`src/aux_timer_pkg.sv`:
```
// constants for the auxiliary timer baud generator and serial port
// assumes a 32-bit classic wishbone bus with byte data in the low lane
package aux_timer_pkg;

	// ----------------------------------------------------------------
	// register offsets (byte addresses)
	// ----------------------------------------------------------------
	localparam logic [4:0] OFF_CTRL   = 5'h00;
	localparam logic [4:0] OFF_CNT_LO = 5'h04;
	localparam logic [4:0] OFF_CNT_HI = 5'h08;
	localparam logic [4:0] OFF_RLD_LO = 5'h0c;
	localparam logic [4:0] OFF_RLD_HI = 5'h10;
	localparam logic [4:0] OFF_SCTRL  = 5'h14;
	localparam logic [4:0] OFF_SERIAL_BUFFER   = 5'h18;
	localparam logic [4:0] OFF_CFG    = 5'h1c;

	// ----------------------------------------------------------------
	// field positions
	// ----------------------------------------------------------------
	localparam int TC_OVF   = 7;
	localparam int TC_EXT   = 6;
	localparam int TC_RCLK  = 5;
	localparam int TC_TX_CLOCK_SELECT  = 4;
	localparam int TC_EXEN  = 3;
	localparam int TC_RUN   = 2;
	localparam int TC_CSEL  = 1;
	localparam int TC_CAPRL = 0;
	localparam int SC_SM2   = 5;
	localparam int SC_REN   = 4;
	localparam int SC_TB8   = 3;
	localparam int SC_RB8   = 2;
	localparam int SC_TI    = 1;
	localparam int SC_RI    = 0;
	localparam int CFG_SMOD = 0;

	// ----------------------------------------------------------------
	// reset values and counts
	// ----------------------------------------------------------------
	localparam logic [7:0]  BYTE_RST   = 8'h00;
	localparam logic [15:0] CNT_RST    = 16'h0000;
	localparam logic [15:0] CNT_MAX    = 16'hffff;
	localparam logic [3:0]  MACH_FIRST = 4'h0;
	localparam logic [3:0]  MACH_MID   = 4'h6;
	localparam logic [3:0]  MACH_LAST  = 4'hb;
	localparam logic [3:0]  OVS_MID    = 4'h7;
	localparam logic [3:0]  OVS_LAST   = 4'hf;
	localparam logic [3:0]  M0_LAST    = 4'h7;
	localparam logic [3:0]  RX_LAST    = 4'h9;
	localparam logic [3:0]  LEFT_M1    = 4'h9;
	localparam logic [3:0]  LEFT_M23   = 4'ha;

	typedef enum logic [1:0] {
		MODE_SHIFT = 2'b00,
		MODE_8BIT  = 2'b01,
		MODE_9FIX  = 2'b10,
		MODE_9VAR  = 2'b11
	} serial_mode_e;

endpackage

```
`src/aux_timer_baud_generator.sv`:
```
// auxiliary 16-bit timer with baud generator mode and four-mode serial port
// assumes clk_i is the oscillator, all pins synchronous, classic wishbone master
//
// The address map and the Wishbone slave port were chosen for this implementation.
`timescale 1ns/1ps
module aux_timer_baud_generator
	import aux_timer_pkg::*;
(
	input  wire logic        clk_i,
	input  wire logic        rst_i,
	input  wire logic        wb_cyc_i,
	input  wire logic        wb_stb_i,
	input  wire logic        wb_we_i,
	input  wire logic [4:0]  wb_adr_i,
	input  wire logic [3:0]  wb_sel_i,
	input  wire logic [31:0] wb_dat_i,
	output logic      [31:0] wb_dat_o,
	output logic             wb_ack_o,
	input  wire logic        aux_clock_pin_i,
	input  wire logic        aux_trigger_pin_i,
	input  wire logic        other_timer_ovf_i,
	input  wire logic        rxd_i,
	output logic             rxd_o,
	output logic             rxd_oe_o,
	output logic             txd_o
);

	function automatic logic hit(input logic [4:0] adr, input logic [4:0] off);
		hit = (adr[4:2] == off[4:2]);
	endfunction

	// ----------------------------------------------------------------
	// wishbone slave
	// ----------------------------------------------------------------
	logic        ack_reg;
	logic [31:0] dat_reg;
	logic [7:0]  ctrl_reg, sctrl_reg, rbuf_reg, rld_lo_reg, rld_hi_reg;
	logic [15:0] cnt_reg;
	logic        smod_reg;

	wire       bus_req  = wb_cyc_i && wb_stb_i;
	wire       bus_wr   = bus_req && wb_we_i && ack_reg && wb_sel_i[0];
	wire [7:0] wbyte    = wb_dat_i[7:0];
	wire       wr_ctrl  = bus_wr && hit(wb_adr_i, OFF_CTRL);
	wire       wr_cntlo = bus_wr && hit(wb_adr_i, OFF_CNT_LO);
	wire       wr_cnthi = bus_wr && hit(wb_adr_i, OFF_CNT_HI);
	wire       wr_rldlo = bus_wr && hit(wb_adr_i, OFF_RLD_LO);
	wire       wr_rldhi = bus_wr && hit(wb_adr_i, OFF_RLD_HI);
	wire       wr_sctrl = bus_wr && hit(wb_adr_i, OFF_SCTRL);
	wire       wr_serial_buffer  = bus_wr && hit(wb_adr_i, OFF_SERIAL_BUFFER);
	wire       wr_cfg   = bus_wr && hit(wb_adr_i, OFF_CFG);

	wire [7:0] rd_byte =
		hit(wb_adr_i, OFF_CTRL)   ? ctrl_reg :
		hit(wb_adr_i, OFF_CNT_LO) ? cnt_reg[7:0] :
		hit(wb_adr_i, OFF_CNT_HI) ? cnt_reg[15:8] :
		hit(wb_adr_i, OFF_RLD_LO) ? rld_lo_reg :
		hit(wb_adr_i, OFF_RLD_HI) ? rld_hi_reg :
		hit(wb_adr_i, OFF_SCTRL)  ? sctrl_reg :
		hit(wb_adr_i, OFF_SERIAL_BUFFER)   ? rbuf_reg :
		{7'h00, smod_reg};

	always_ff @(posedge clk_i) begin
		if (rst_i) begin
			ack_reg <= 1'b0;
			dat_reg <= 32'h0000_0000;
		end else begin
			ack_reg <= bus_req && !ack_reg;
			if (bus_req && !ack_reg)
				dat_reg <= {24'h00_0000, rd_byte};
		end
	end
	assign wb_ack_o = ack_reg;
	assign wb_dat_o = dat_reg;

	// ----------------------------------------------------------------
	// state time, machine cycle and mode 2 prescalers
	// ----------------------------------------------------------------
	logic       st_reg, t1_half_reg, pin_prev_reg, trig_prev_reg;
	logic [3:0] mc_reg;
	logic [1:0] pre_reg;

	always_ff @(posedge clk_i) begin
		if (rst_i) begin
			st_reg        <= 1'b0;
			mc_reg        <= MACH_FIRST;
			pre_reg       <= 2'h0;
			t1_half_reg   <= 1'b0;
			pin_prev_reg  <= 1'b1;
			trig_prev_reg <= 1'b1;
		end else begin
			st_reg        <= !st_reg;
			mc_reg        <= (mc_reg == MACH_LAST) ? MACH_FIRST : 4'(mc_reg + 4'h1);
			pre_reg       <= 2'(pre_reg + 2'h1);
			t1_half_reg   <= t1_half_reg ^ other_timer_ovf_i;
			pin_prev_reg  <= aux_clock_pin_i;
			trig_prev_reg <= aux_trigger_pin_i;
		end
	end

	wire state_tick = st_reg;
	wire mach_tick  = (mc_reg == MACH_LAST);
	wire clk_fall   = pin_prev_reg && !aux_clock_pin_i;
	wire trig_fall  = trig_prev_reg && !aux_trigger_pin_i;

	// ----------------------------------------------------------------
	// auxiliary timer
	// ----------------------------------------------------------------
	wire        baud_mode = ctrl_reg[TC_RCLK] || ctrl_reg[TC_TX_CLOCK_SELECT];
	wire        int_tick  = baud_mode ? state_tick : mach_tick;
	wire        t2_tick   = ctrl_reg[TC_RUN] &&
	                        (ctrl_reg[TC_CSEL] ? clk_fall : int_tick);
	wire        t2_ovf    = t2_tick && (cnt_reg == CNT_MAX);
	wire        ext_evt   = ctrl_reg[TC_EXEN] && trig_fall;
	wire        t2_reload = baud_mode ? t2_ovf :
	                        (!ctrl_reg[TC_CAPRL] && (t2_ovf || ext_evt));
	wire        capture   = !baud_mode && ctrl_reg[TC_CAPRL] && ext_evt;
	wire        ovf_set   = t2_ovf && !baud_mode;
	wire [15:0] cnt_next  = t2_reload ? {rld_hi_reg, rld_lo_reg} :
	                        t2_tick ? 16'(cnt_reg + 16'h0001) : cnt_reg;

	logic [7:0] ctrl_next;
	always_comb begin
		ctrl_next = wr_ctrl ? wbyte : ctrl_reg;
		if (ovf_set)
			ctrl_next[TC_OVF] = 1'b1;
		if (ext_evt)
			ctrl_next[TC_EXT] = 1'b1;
	end

	always_ff @(posedge clk_i) begin
		if (rst_i) begin
			ctrl_reg   <= BYTE_RST;
			cnt_reg    <= CNT_RST;
			rld_lo_reg <= BYTE_RST;
			rld_hi_reg <= BYTE_RST;
			smod_reg   <= 1'b0;
		end else begin
			ctrl_reg   <= ctrl_next;
			cnt_reg    <= {wr_cnthi ? wbyte : cnt_next[15:8],
			               wr_cntlo ? wbyte : cnt_next[7:0]};
			rld_lo_reg <= capture ? cnt_reg[7:0] : (wr_rldlo ? wbyte : rld_lo_reg);
			rld_hi_reg <= capture ? cnt_reg[15:8] : (wr_rldhi ? wbyte : rld_hi_reg);
			smod_reg   <= wr_cfg ? wbyte[CFG_SMOD] : smod_reg;
		end
	end

	// ----------------------------------------------------------------
	// serial bit-rate ticks (sixteen per bit)
	// ----------------------------------------------------------------
	serial_mode_e mode;
	assign mode = serial_mode_e'(sctrl_reg[7:6]);

	wire t1_tick16 = other_timer_ovf_i && (smod_reg || t1_half_reg);
	wire m2_tick   = smod_reg ? pre_reg[0] : (&pre_reg);
	wire tx_tick   = (mode == MODE_9FIX) ? m2_tick :
	                 (ctrl_reg[TC_TX_CLOCK_SELECT] ? t2_ovf : t1_tick16);
	wire rx_tick   = (mode == MODE_9FIX) ? m2_tick :
	                 (ctrl_reg[TC_RCLK] ? t2_ovf : t1_tick16);

	// ----------------------------------------------------------------
	// transmitter and mode 0 shifter
	// ----------------------------------------------------------------
	logic       tx_busy_reg, m0_busy_reg, m0_tx_reg, txd_reg, rxd_o_reg, rxd_oe_reg;
	logic [3:0] tx_sub_reg, tx_left_reg, m0_cnt_reg;
	logic [9:0] tx_sh_reg;
	logic [7:0] m0_sh_reg;

	wire tx_ninth = (mode == MODE_8BIT) ? 1'b1 : sctrl_reg[SC_TB8];
	wire tx_done  = tx_busy_reg && tx_tick && (tx_sub_reg == OVS_LAST) &&
	                (tx_left_reg == 4'h0);
	wire m0_rise  = m0_busy_reg && (mc_reg == MACH_MID) && !txd_reg;
	wire m0_end   = m0_rise && (m0_cnt_reg == M0_LAST);
	wire m0_rx_go = sctrl_reg[SC_REN] && !sctrl_reg[SC_RI];

	always_ff @(posedge clk_i) begin
		if (rst_i) begin
			tx_busy_reg <= 1'b0;
			tx_sub_reg  <= 4'h0;
			tx_left_reg <= 4'h0;
			tx_sh_reg   <= 10'h000;
			m0_busy_reg <= 1'b0;
			m0_tx_reg   <= 1'b0;
			m0_cnt_reg  <= 4'h0;
			m0_sh_reg   <= BYTE_RST;
			txd_reg     <= 1'b1;
			rxd_o_reg   <= 1'b1;
			rxd_oe_reg  <= 1'b0;
		end else if (mode == MODE_SHIFT) begin
			tx_busy_reg <= 1'b0;
			if (!m0_busy_reg) begin
				txd_reg    <= 1'b1;
				rxd_oe_reg <= 1'b0;
				if (wr_serial_buffer) begin
					m0_busy_reg <= 1'b1;
					m0_tx_reg   <= 1'b1;
					m0_sh_reg   <= wbyte;
					m0_cnt_reg  <= 4'h0;
				end else if (m0_rx_go) begin
					m0_busy_reg <= 1'b1;
					m0_tx_reg   <= 1'b0;
					m0_cnt_reg  <= 4'h0;
				end
			end else if (mc_reg == MACH_FIRST) begin
				txd_reg    <= 1'b0;
				rxd_oe_reg <= m0_tx_reg;
				rxd_o_reg  <= m0_sh_reg[0];
			end else if (m0_rise) begin
				txd_reg    <= 1'b1;
				m0_sh_reg  <= {rxd_i, m0_sh_reg[7:1]};
				m0_cnt_reg <= 4'(m0_cnt_reg + 4'h1);
				if (m0_end)
					m0_busy_reg <= 1'b0;
			end
		end else begin
			m0_busy_reg <= 1'b0;
			rxd_oe_reg  <= 1'b0;
			if (!tx_busy_reg) begin
				txd_reg <= 1'b1;
				if (wr_serial_buffer) begin
					tx_busy_reg <= 1'b1;
					txd_reg     <= 1'b0;
					tx_sub_reg  <= 4'h0;
					tx_sh_reg   <= {1'b1, tx_ninth, wbyte};
					tx_left_reg <= (mode == MODE_8BIT) ? LEFT_M1 : LEFT_M23;
				end
			end else if (tx_tick) begin
				tx_sub_reg <= 4'(tx_sub_reg + 4'h1);
				if (tx_sub_reg == OVS_LAST) begin
					if (tx_left_reg == 4'h0) begin
						tx_busy_reg <= 1'b0;
						txd_reg     <= 1'b1;
					end else begin
						txd_reg     <= tx_sh_reg[0];
						tx_sh_reg   <= {1'b1, tx_sh_reg[9:1]};
						tx_left_reg <= 4'(tx_left_reg - 4'h1);
					end
				end
			end
		end
	end
	assign txd_o    = txd_reg;
	assign rxd_o    = rxd_o_reg;
	assign rxd_oe_o = rxd_oe_reg;

	// ----------------------------------------------------------------
	// asynchronous receiver
	// ----------------------------------------------------------------
	logic       rx_busy_reg;
	logic [3:0] rx_sub_reg, rx_cnt_reg;
	logic [8:0] rx_sh_reg;

	wire rx_fin  = rx_busy_reg && rx_tick && (rx_sub_reg == OVS_MID) &&
	               (rx_cnt_reg == RX_LAST);
	wire rx_load = rx_fin && !sctrl_reg[SC_RI];
	wire m0_load = m0_end && !m0_tx_reg;

	always_ff @(posedge clk_i) begin
		if (rst_i) begin
			rx_busy_reg <= 1'b0;
			rx_sub_reg  <= 4'h0;
			rx_cnt_reg  <= 4'h0;
			rx_sh_reg   <= 9'h000;
		end else if (!rx_busy_reg) begin
			if (mode != MODE_SHIFT && sctrl_reg[SC_REN] && !rxd_i) begin
				rx_busy_reg <= 1'b1;
				rx_sub_reg  <= 4'h0;
				rx_cnt_reg  <= 4'h0;
			end
		end else if (mode == MODE_SHIFT) begin
			rx_busy_reg <= 1'b0;
		end else if (rx_tick) begin
			rx_sub_reg <= 4'(rx_sub_reg + 4'h1);
			if (rx_sub_reg == OVS_MID) begin
				if (rx_cnt_reg == 4'h0 && rxd_i) begin
					rx_busy_reg <= 1'b0;
				end else begin
					rx_sh_reg  <= {rxd_i, rx_sh_reg[8:1]};
					rx_cnt_reg <= 4'(rx_cnt_reg + 4'h1);
					if (rx_cnt_reg == RX_LAST)
						rx_busy_reg <= 1'b0;
				end
			end
		end
	end

	// ----------------------------------------------------------------
	// serial control and receive buffer
	// ----------------------------------------------------------------
	logic [7:0] sctrl_next;
	always_comb begin
		sctrl_next = wr_sctrl ? wbyte : sctrl_reg;
		if (tx_done || (m0_end && m0_tx_reg))
			sctrl_next[SC_TI] = 1'b1;
		if (rx_load || m0_load)
			sctrl_next[SC_RI] = 1'b1;
		if (rx_load)
			sctrl_next[SC_RB8] = rxd_i;
	end

	always_ff @(posedge clk_i) begin
		if (rst_i) begin
			sctrl_reg <= BYTE_RST;
			rbuf_reg  <= BYTE_RST;
		end else begin
			sctrl_reg <= sctrl_next;
			if (rx_load)
				rbuf_reg <= rx_sh_reg[8:1];
			else if (m0_load)
				rbuf_reg <= {rxd_i, m0_sh_reg[7:1]};
		end
	end

	// ----------------------------------------------------------------
	// checks
	// ----------------------------------------------------------------
	baud_no_ovf_a: assert property (@(posedge clk_i) disable iff (rst_i)
		(baud_mode && t2_ovf && !ctrl_reg[TC_OVF] && !wr_ctrl) |=> !ctrl_reg[TC_OVF])
		else $error("baud rollover set overflow flag");
	baud_reload_a: assert property (@(posedge clk_i) disable iff (rst_i)
		(baud_mode && t2_ovf && !wr_cntlo && !wr_cnthi) |=>
		cnt_reg == {$past(rld_hi_reg), $past(rld_lo_reg)})
		else $error("rollover did not reload count");
	trig_no_reload_a: assert property (@(posedge clk_i) disable iff (rst_i)
		(baud_mode && ext_evt && !t2_tick && !wr_cntlo && !wr_cnthi && !wr_ctrl) |=>
		ctrl_reg[TC_EXT] && $stable(cnt_reg))
		else $error("trigger in baud mode reloaded or missed flag");
	state_tick_a: assert property (@(posedge clk_i) disable iff (rst_i)
		state_tick |=> !state_tick ##1 state_tick)
		else $error("state time spacing wrong");
	mach_tick_a: assert property (@(posedge clk_i) disable iff (rst_i)
		mach_tick |=> !mach_tick [*8])
		else $error("machine cycle spacing wrong");
	tx_start_a: assert property (@(posedge clk_i) disable iff (rst_i)
		(wr_serial_buffer && mode != MODE_SHIFT && !tx_busy_reg) |=> tx_busy_reg && !txd_o)
		else $error("buffer write did not start frame");
	tx_done_a: assert property (@(posedge clk_i) disable iff (rst_i)
		(mode != MODE_SHIFT && $fell(tx_busy_reg)) |-> sctrl_reg[SC_TI])
		else $error("frame end did not set transmit done");
	tx_src_a: assert property (@(posedge clk_i) disable iff (rst_i)
		(tx_busy_reg && mode == MODE_8BIT && !ctrl_reg[TC_TX_CLOCK_SELECT] && !other_timer_ovf_i)
		|=> $stable(tx_sub_reg) || !tx_busy_reg)
		else $error("transmit advanced without other timer");
	rx_idle_a: assert property (@(posedge clk_i) disable iff (rst_i)
		(!rx_busy_reg && !sctrl_reg[SC_REN]) |=> !rx_busy_reg)
		else $error("receiver started while disabled");
	m0_oe_a: assert property (@(posedge clk_i) disable iff (rst_i)
		(rxd_oe_o && !txd_o) |-> mode == MODE_SHIFT && m0_tx_reg)
		else $error("receive pin driven outside mode 0 send");

endmodule

```
`config.mk`:
```
export PLATFORM = sky130hd
export DESIGN_NAME = aux_timer_baud_generator
export DESIGN_NICKNAME = d
export VERILOG_FILES = /design/src/aux_timer_pkg.sv /design/src/aux_timer_baud_generator.sv
export SDC_FILE = /design/constraint.sdc
export NUM_CORES = 1
export LEC_CHECK = 0
export ABC_AREA = 1
export ABC_CLOCK_PERIOD_IN_PS = 5100
export BUFFER_PORTS_ARGS = -buffer_cell sky130_fd_sc_hd__buf_4
export CAP_MARGIN = 0
export CORE_AREA = 2 2 124 126
export DETAILED_ROUTE_END_ITERATION = 16
export DIE_AREA = 0 0 126 128
export PLACE_DENSITY = 0.67
export SYNTH_ARGS = -nofsm -noshare
export SYNTH_HDL_FRONTEND = slang
export SYNTH_SLANG_ARGS = --single-unit
```
`constraint.sdc`:
```
create_clock -name clk_i -period 5.1 [get_ports clk_i]
set_input_delay 0.765 -clock clk_i [delete_from_list [all_inputs] [get_ports clk_i]]
set_output_delay 0.765 -clock clk_i [all_outputs]
set_load 0.01 [all_outputs]
```
==> Word level (Yosys, flattened, before mapping) <==
Cells that the tools add are included.
{ "word_totals": {"output_inout_bits": 36, "regBits": 130, "wordCells": 260} }
{ "op_classes": {"reduce_logical": 90, "n_eq_ne": 28, "n_addsub": 8, "bitwise": 4, "mux": 94} }
{ "ops": {"columns": ["op", "count"], "rows": [
  ["2-to-1 mux 8 bit", 20],
  ["2-to-1 mux 4 bit", 22],
  ["2-to-1 mux 10 bit", 5],
  ["2-to-1 mux 1 bit", 43],
  ["logical AND 1 bit", 39],
  ["2-to-1 mux 16 bit", 2],
  ["nonzero test 2 bit", 13],
  ["adder 4 x 1 -> 4 bit (second input constant)", 5],
  ["adder 16 x 1 -> 16 bit (second input constant)", 1],
  ["== test 16 bit (second input constant)", 1],
  ["AND reduction 3 bit", 5],
  ["AND reduction 5 bit", 3],
  ["== test 3 bit (second input constant)", 4],
  ["== test 4 x 3 -> 1 bit (second input constant)", 3],
  ["== test 4 bit (second input constant)", 3],
  ["zero test 4 bit", 3],
  ["!= test 2 bit (second input constant)", 6],
  ["zero test 1 bit", 10],
  ["nonzero test 3 bit", 3],
  ["AND reduction 4 bit", 2],
  ["== test 3 x 2 -> 1 bit (second input constant)", 2],
  ["!= test 2 x 1 -> 1 bit (second input constant)", 3],
  ["OR reduction 2 bit", 3],
  ["logical OR 1 bit", 5],
  ["16 further kinds", 18]
]} }

==> Logic depth before layout (Yosys ltp) <==
{ "depth": {"ltp_word": 13, "mapped_depth": 15, "depth_no_buf": 14} }

==> Least setup slack after synthesis <==
OpenSTA, ideal clock, no wires.
{ "synth_timing": {"path_type": "input to register", "start": "in wb_sel_i[0]", "end": "reg tx_left_reg[0]", "stages": 10, "n_path_buf": 1, "setup_ps": 113, "t_arrival_ps": 2037, "path_slack_ps": 2950, "cell_sequence": "nand3_1 nor2_1 inv_2 nor2_1 o21ai_1 nor2_1 nand3_2 buf_2 nor2_1 nor2_1"} }
{ "synth_between": {"elab_chain_cells": 4} }
{ "synth_rtl": {"columns": ["element", "line", "rtl"], "rows": [
  ["from (decl)", "aux_timer_baud_generator.sv:15", "input wire logic [3:0] wb_sel_i,"],
  ["logical AND 1 bit", "aux_timer_baud_generator.sv:42", "wire bus_wr = bus_req && wb_we_i && ack_reg && wb_sel_i[0];"],
  ["logical AND 1 bit", "aux_timer_baud_generator.sv:50", "wire wr_serial_buffer = bus_wr && hit(wb_adr_i, OFF_SERIAL_BUFFER);"],
  ["nonzero test 2 bit (no line)", null, null],
  ["AND reduction 5 bit (no line)", null, null],
  ["to (signal assigned)", "aux_timer_baud_generator.sv:225", "tx_left_reg <= (mode == MODE_8BIT) ? LEFT_M1 : LEFT_M23;"],
  ["to (signal assigned)", "aux_timer_baud_generator.sv:236", "tx_left_reg <= 4'(tx_left_reg - 4'h1);"],
  ["to (decl)", "aux_timer_baud_generator.sv:165", "logic [3:0] tx_sub_reg, tx_left_reg, m0_cnt_reg;"]
]} }
Every way passes these cells.
A chain may end at the register's enable or synchronous reset.

==> Worst setup path in the final report <==
{ "layout_timing": {"start": "reg ctrl_reg[5]", "end": "reg cnt_reg[8]"} }
{ "layout_between": {"elab_chain_cells": 10} }
{ "layout_rtl": {"columns": ["element", "line", "rtl"], "rows": [
  ["from (decl)", "aux_timer_baud_generator.sv:37", "logic [7:0] ctrl_reg, sctrl_reg, rbuf_reg, rld_lo_reg, rld_hi_reg;"],
  ["from (signal assigned)", "aux_timer_baud_generator.sv:139", "ctrl_reg <= ctrl_next;"],
  ["logical OR 1 bit (*)", "aux_timer_baud_generator.sv:109", "wire baud_mode = ctrl_reg[TC_RCLK] || ctrl_reg[TC_TX_CLOCK_SELECT];"],
  ["2-to-1 mux 1 bit", "aux_timer_baud_generator.sv:110", "wire int_tick = baud_mode ? state_tick : mach_tick;"],
  ["2-to-1 mux 1 bit", "aux_timer_baud_generator.sv:112", "(ctrl_reg[TC_CSEL] ? clk_fall : int_tick);"],
  ["logical AND 1 bit", "aux_timer_baud_generator.sv:111", "wire t2_tick = ctrl_reg[TC_RUN] &&"],
  ["logical AND 1 bit", "aux_timer_baud_generator.sv:113", "wire t2_ovf = t2_tick && (cnt_reg == CNT_MAX);"],
  ["logical OR 1 bit", "aux_timer_baud_generator.sv:116", "(!ctrl_reg[TC_CAPRL] && (t2_ovf || ext_evt));"],
  ["logical AND 1 bit", "aux_timer_baud_generator.sv:116", null],
  ["2-to-1 mux 1 bit", "aux_timer_baud_generator.sv:115", "wire t2_reload = baud_mode ? t2_ovf :"],
  ["2-to-1 mux 16 bit", "aux_timer_baud_generator.sv:119", "wire [15:0] cnt_next = t2_reload ? {rld_hi_reg, rld_lo_reg} :"],
  ["2-to-1 mux 8 bit", "aux_timer_baud_generator.sv:140", "cnt_reg <= {wr_cnthi ? wbyte : cnt_next[15:8],"],
  ["to (signal assigned)", "aux_timer_baud_generator.sv:140", null],
  ["to (decl)", "aux_timer_baud_generator.sv:38", "logic [15:0] cnt_reg;"]
]} }
Every way passes the cells marked *; elsewhere a longest branch is shown, timed or not.

==> impl_metrics.yaml <==
global_route:
  grt_use_total: 0.248
  grt_max_degree: 74
  antenna_found_initial: 0
  grt-ovfl-total: 0
  grt_pass1_wl_mm: 31.7
  grt_pass1_vias: 6118
logic_synthesis:
  yosysSeqAreaShare: 0.369
  synth_edf_count: 0
  synth_warnings: 0
  synth_ff_type: "dfxtp_1"
  netlist_area_mm2: 0.00700
  syn_area_per_cell_um2: 6.77
  synth.distinct_cells: 44
  synth-seq-cells: 129
  syn_inst: 1034
  synth_async_sr_flop_share: 0
sta:
  setup_violations: 0
  whs_ps: 415
  rsz0062_at_grt: "no"
  tightest_slew_ps: 888
  clock_skew_ps: 12.9
  layout_setup_ws_ps: 2410
  final_max_slew_viol_count: 0
  relSlewSlack: 0.406
  fin_setup_tns_ps: 0
  max_freq_mhz: 372
  hold_viol: 0
  fin_crit_sh: 0.527
  min_period_ps: 2690
worst_setup_path:
  setup.worst_path.start_class: "flip-flop"
  endpoint_kind: "flip-flop"
  path_max_fanout: 29
  crit_type: "flip-flop to flip-flop"
  crit_arrival_ps: 3050
  worstPathRequired_ps: 5470
final_layout:
  stdcell_area_mm2: 0.00791
  antennaDiodeCount: 0
  areaGrowthSynthToFinish_pct: 13.1
  drive_above_1_share: 0.0928
  largest_reg_flops: 16
  nets: 1117
  fill_cells: 1501
power_and_ir_drop:
  p_int_mw: 1.95
  seqPwrFrac: 0.409
  peakVddDrop_mv: 0.330
  power_mw: 2.50
  cellPowerDensity_mw_per_mm2: 316
  total_leakage_power_nw: 3.19
  combPwrFrac: 0.043
  p_sw_uw: 542
  pwr-share-clk: 0.548
  switching_share: 0.217
drt:
  drc: 0
  vias: 6780
  dr.pass1.iters: 5
  wire_per_inst_um: 15.6
  drt-initial-drc-count: 565
  drt-total-wl_mm: 19.6
  viasPerCell: 5.40
  drtAntennaViolNets: 0
placement:
  hpwl_mm: 13.9
  pre_cts_ws_ps: 2290
  placed_area_mm2: 0.00724
  port_buffers: 32
  globalplace.congestion: 0.944
floorplan:
  ios: 86
  die_w_um: 126
  core_area_mm2: 0.0149
  dieArea_mm2: 0.0161
  row_count: 45
  fp.dieH_um: 128
  initial_utilization: 0.471
cts:
  clock-sinks: 129
  cts-root-buf: "clkbuf_16"
  hold_buffers: 0
  cts_buffers: 17
  post_cts_resized: 0
  clock_latency_ps: 430
  htreeDepth: 4
  path_clk_slew_ps: 60
  postCtsSetupRepairBufs: 0
  clk_path_buf_depth: 2
  cts_tree: "done"
min_path:
  min_path_type: "flip-flop to flip-flop"
outcome:
  outcome: "completed"
job:
  maxCapViolations: 0
==> metal layers <==
| metal | part of all wire | GRT usage |
|---|---|---|
| met1 | 0.45 | 0.329 |
| met2 | 0.47 | 0.397 |
| met3 | 0.062 | 0.0530 |
| met4 | 0.028 | 0.0970 |
| met5 | 0 | 0 |
==> worst max-delay path, cell delays in order, from the launching register on <==
cell     delay (ps)
dfxtp_1         350
nor2_2          350
nor2_1           70
nor2_1          160
nand2_1         260
nand3_4         210
nand2_4          90
nand2_4         270
nand2_1         190
nor2_1          340
nand2_1         110
nand3_1         100
nand2_1          50
inv_1            60
==> per-stage QoR <==
stage,util,cells
after global placement,0.487,1223
after floorplan,-,1057
after CTS,0.532,1255
after detailed placement,0.487,1223
final,0.532,1255
after global routing,0.532,1255
==> layout make-up <==
cell class,count,area (um^2),share of cell area
Clock buffer,20,467,0.0590
Clock inverter,12,204,0.0258
Inverter,94,353,0.0446
Multi-Input combinational cell,777,3810,0.481
Sequential cell,129,2580,0.326
Tap cell,188,235,0.0297
Timing Repair Buffer,35,263,0.0332
==> power groups by stage <==
| stage | Clock [mW] | Sequential, mW | Combinational, mW |
|---|---|---|---|
| floorplan | 0 | 1.04 | 0.0794 |
| global placement | 0 | 1.04 | 0.107 |
| detailed placement | 0 | 1.04 | 0.107 |
| CTS | 1.39 | 1.02 | 0.107 |
| global route | 1.44 | 1.02 | 0.120 |
| finish | 1.37 | 1.02 | 0.108 |
==> path summary, 6_finish.rpt <==
kind | start | to | slack (ps) | depth (start not counted)
setup / recovery | ctrl_reg[5]$_SDFFE_PP0P_ | cnt_reg[8]$_SDFFE_PP0P_ | 2410 | 13
hold / removal | st_reg$_SDFF_PP0_ | st_reg$_SDFF_PP0_ | 420 | 1
setup reg to reg | ctrl_reg[5]$_SDFFE_PP0P_ | cnt_reg[8]$_SDFFE_PP0P_ | 2410 | 13
hold reg to reg | st_reg$_SDFF_PP0_ | st_reg$_SDFF_PP0_ | 420 | 1
==> cell families after synthesis <==
group	after synthesis	synth area share
adders and majority gates	13	0.0233
xor gates and xnor gates	22	0.0275
other	1	0.000536
and+or+nand+nor	501	0.308
AOI/OAI and AO/OA	217	0.172
DFF	129	0.369
buffers and inverters	151	0.0991
==> cell usage in the layout, fill, tap and decap left out, drive strengths merged, types with 6 or more instances in the layout <==
cell,instances
a21oi,86
a31oi,26
buf,35
clkbuf,20
clkinv,10
conb,24
dfxtp,129
ha,13
inv,91
nand2,271
nand3,53
nand4,27
nor2,123
nor3,21
o21ai,83
xnor2,6
xor2,16
==> cells in the mapped netlist, types with 6 or more instances <==
cell type	number	area [um^2]
a21oi_1	81	405
a31oi_1	26	163
buf_2	8	40.0
buf_4	25	188
clkbuf_1	19	71.3
dfxtp_1	129	2580
ha_1	13	163
inv_1	83	312
inv_2	7	26.3
nand2_1	266	998
nand3_1	49	245
nand4_1	27	169
nor2_1	115	432
nor3_1	20	100
o21ai_0	73	365
o21ai_1	10	50.1
xnor2_1	6	52.6
xor2_1	16	140
(Power assumes the default switching activity.)
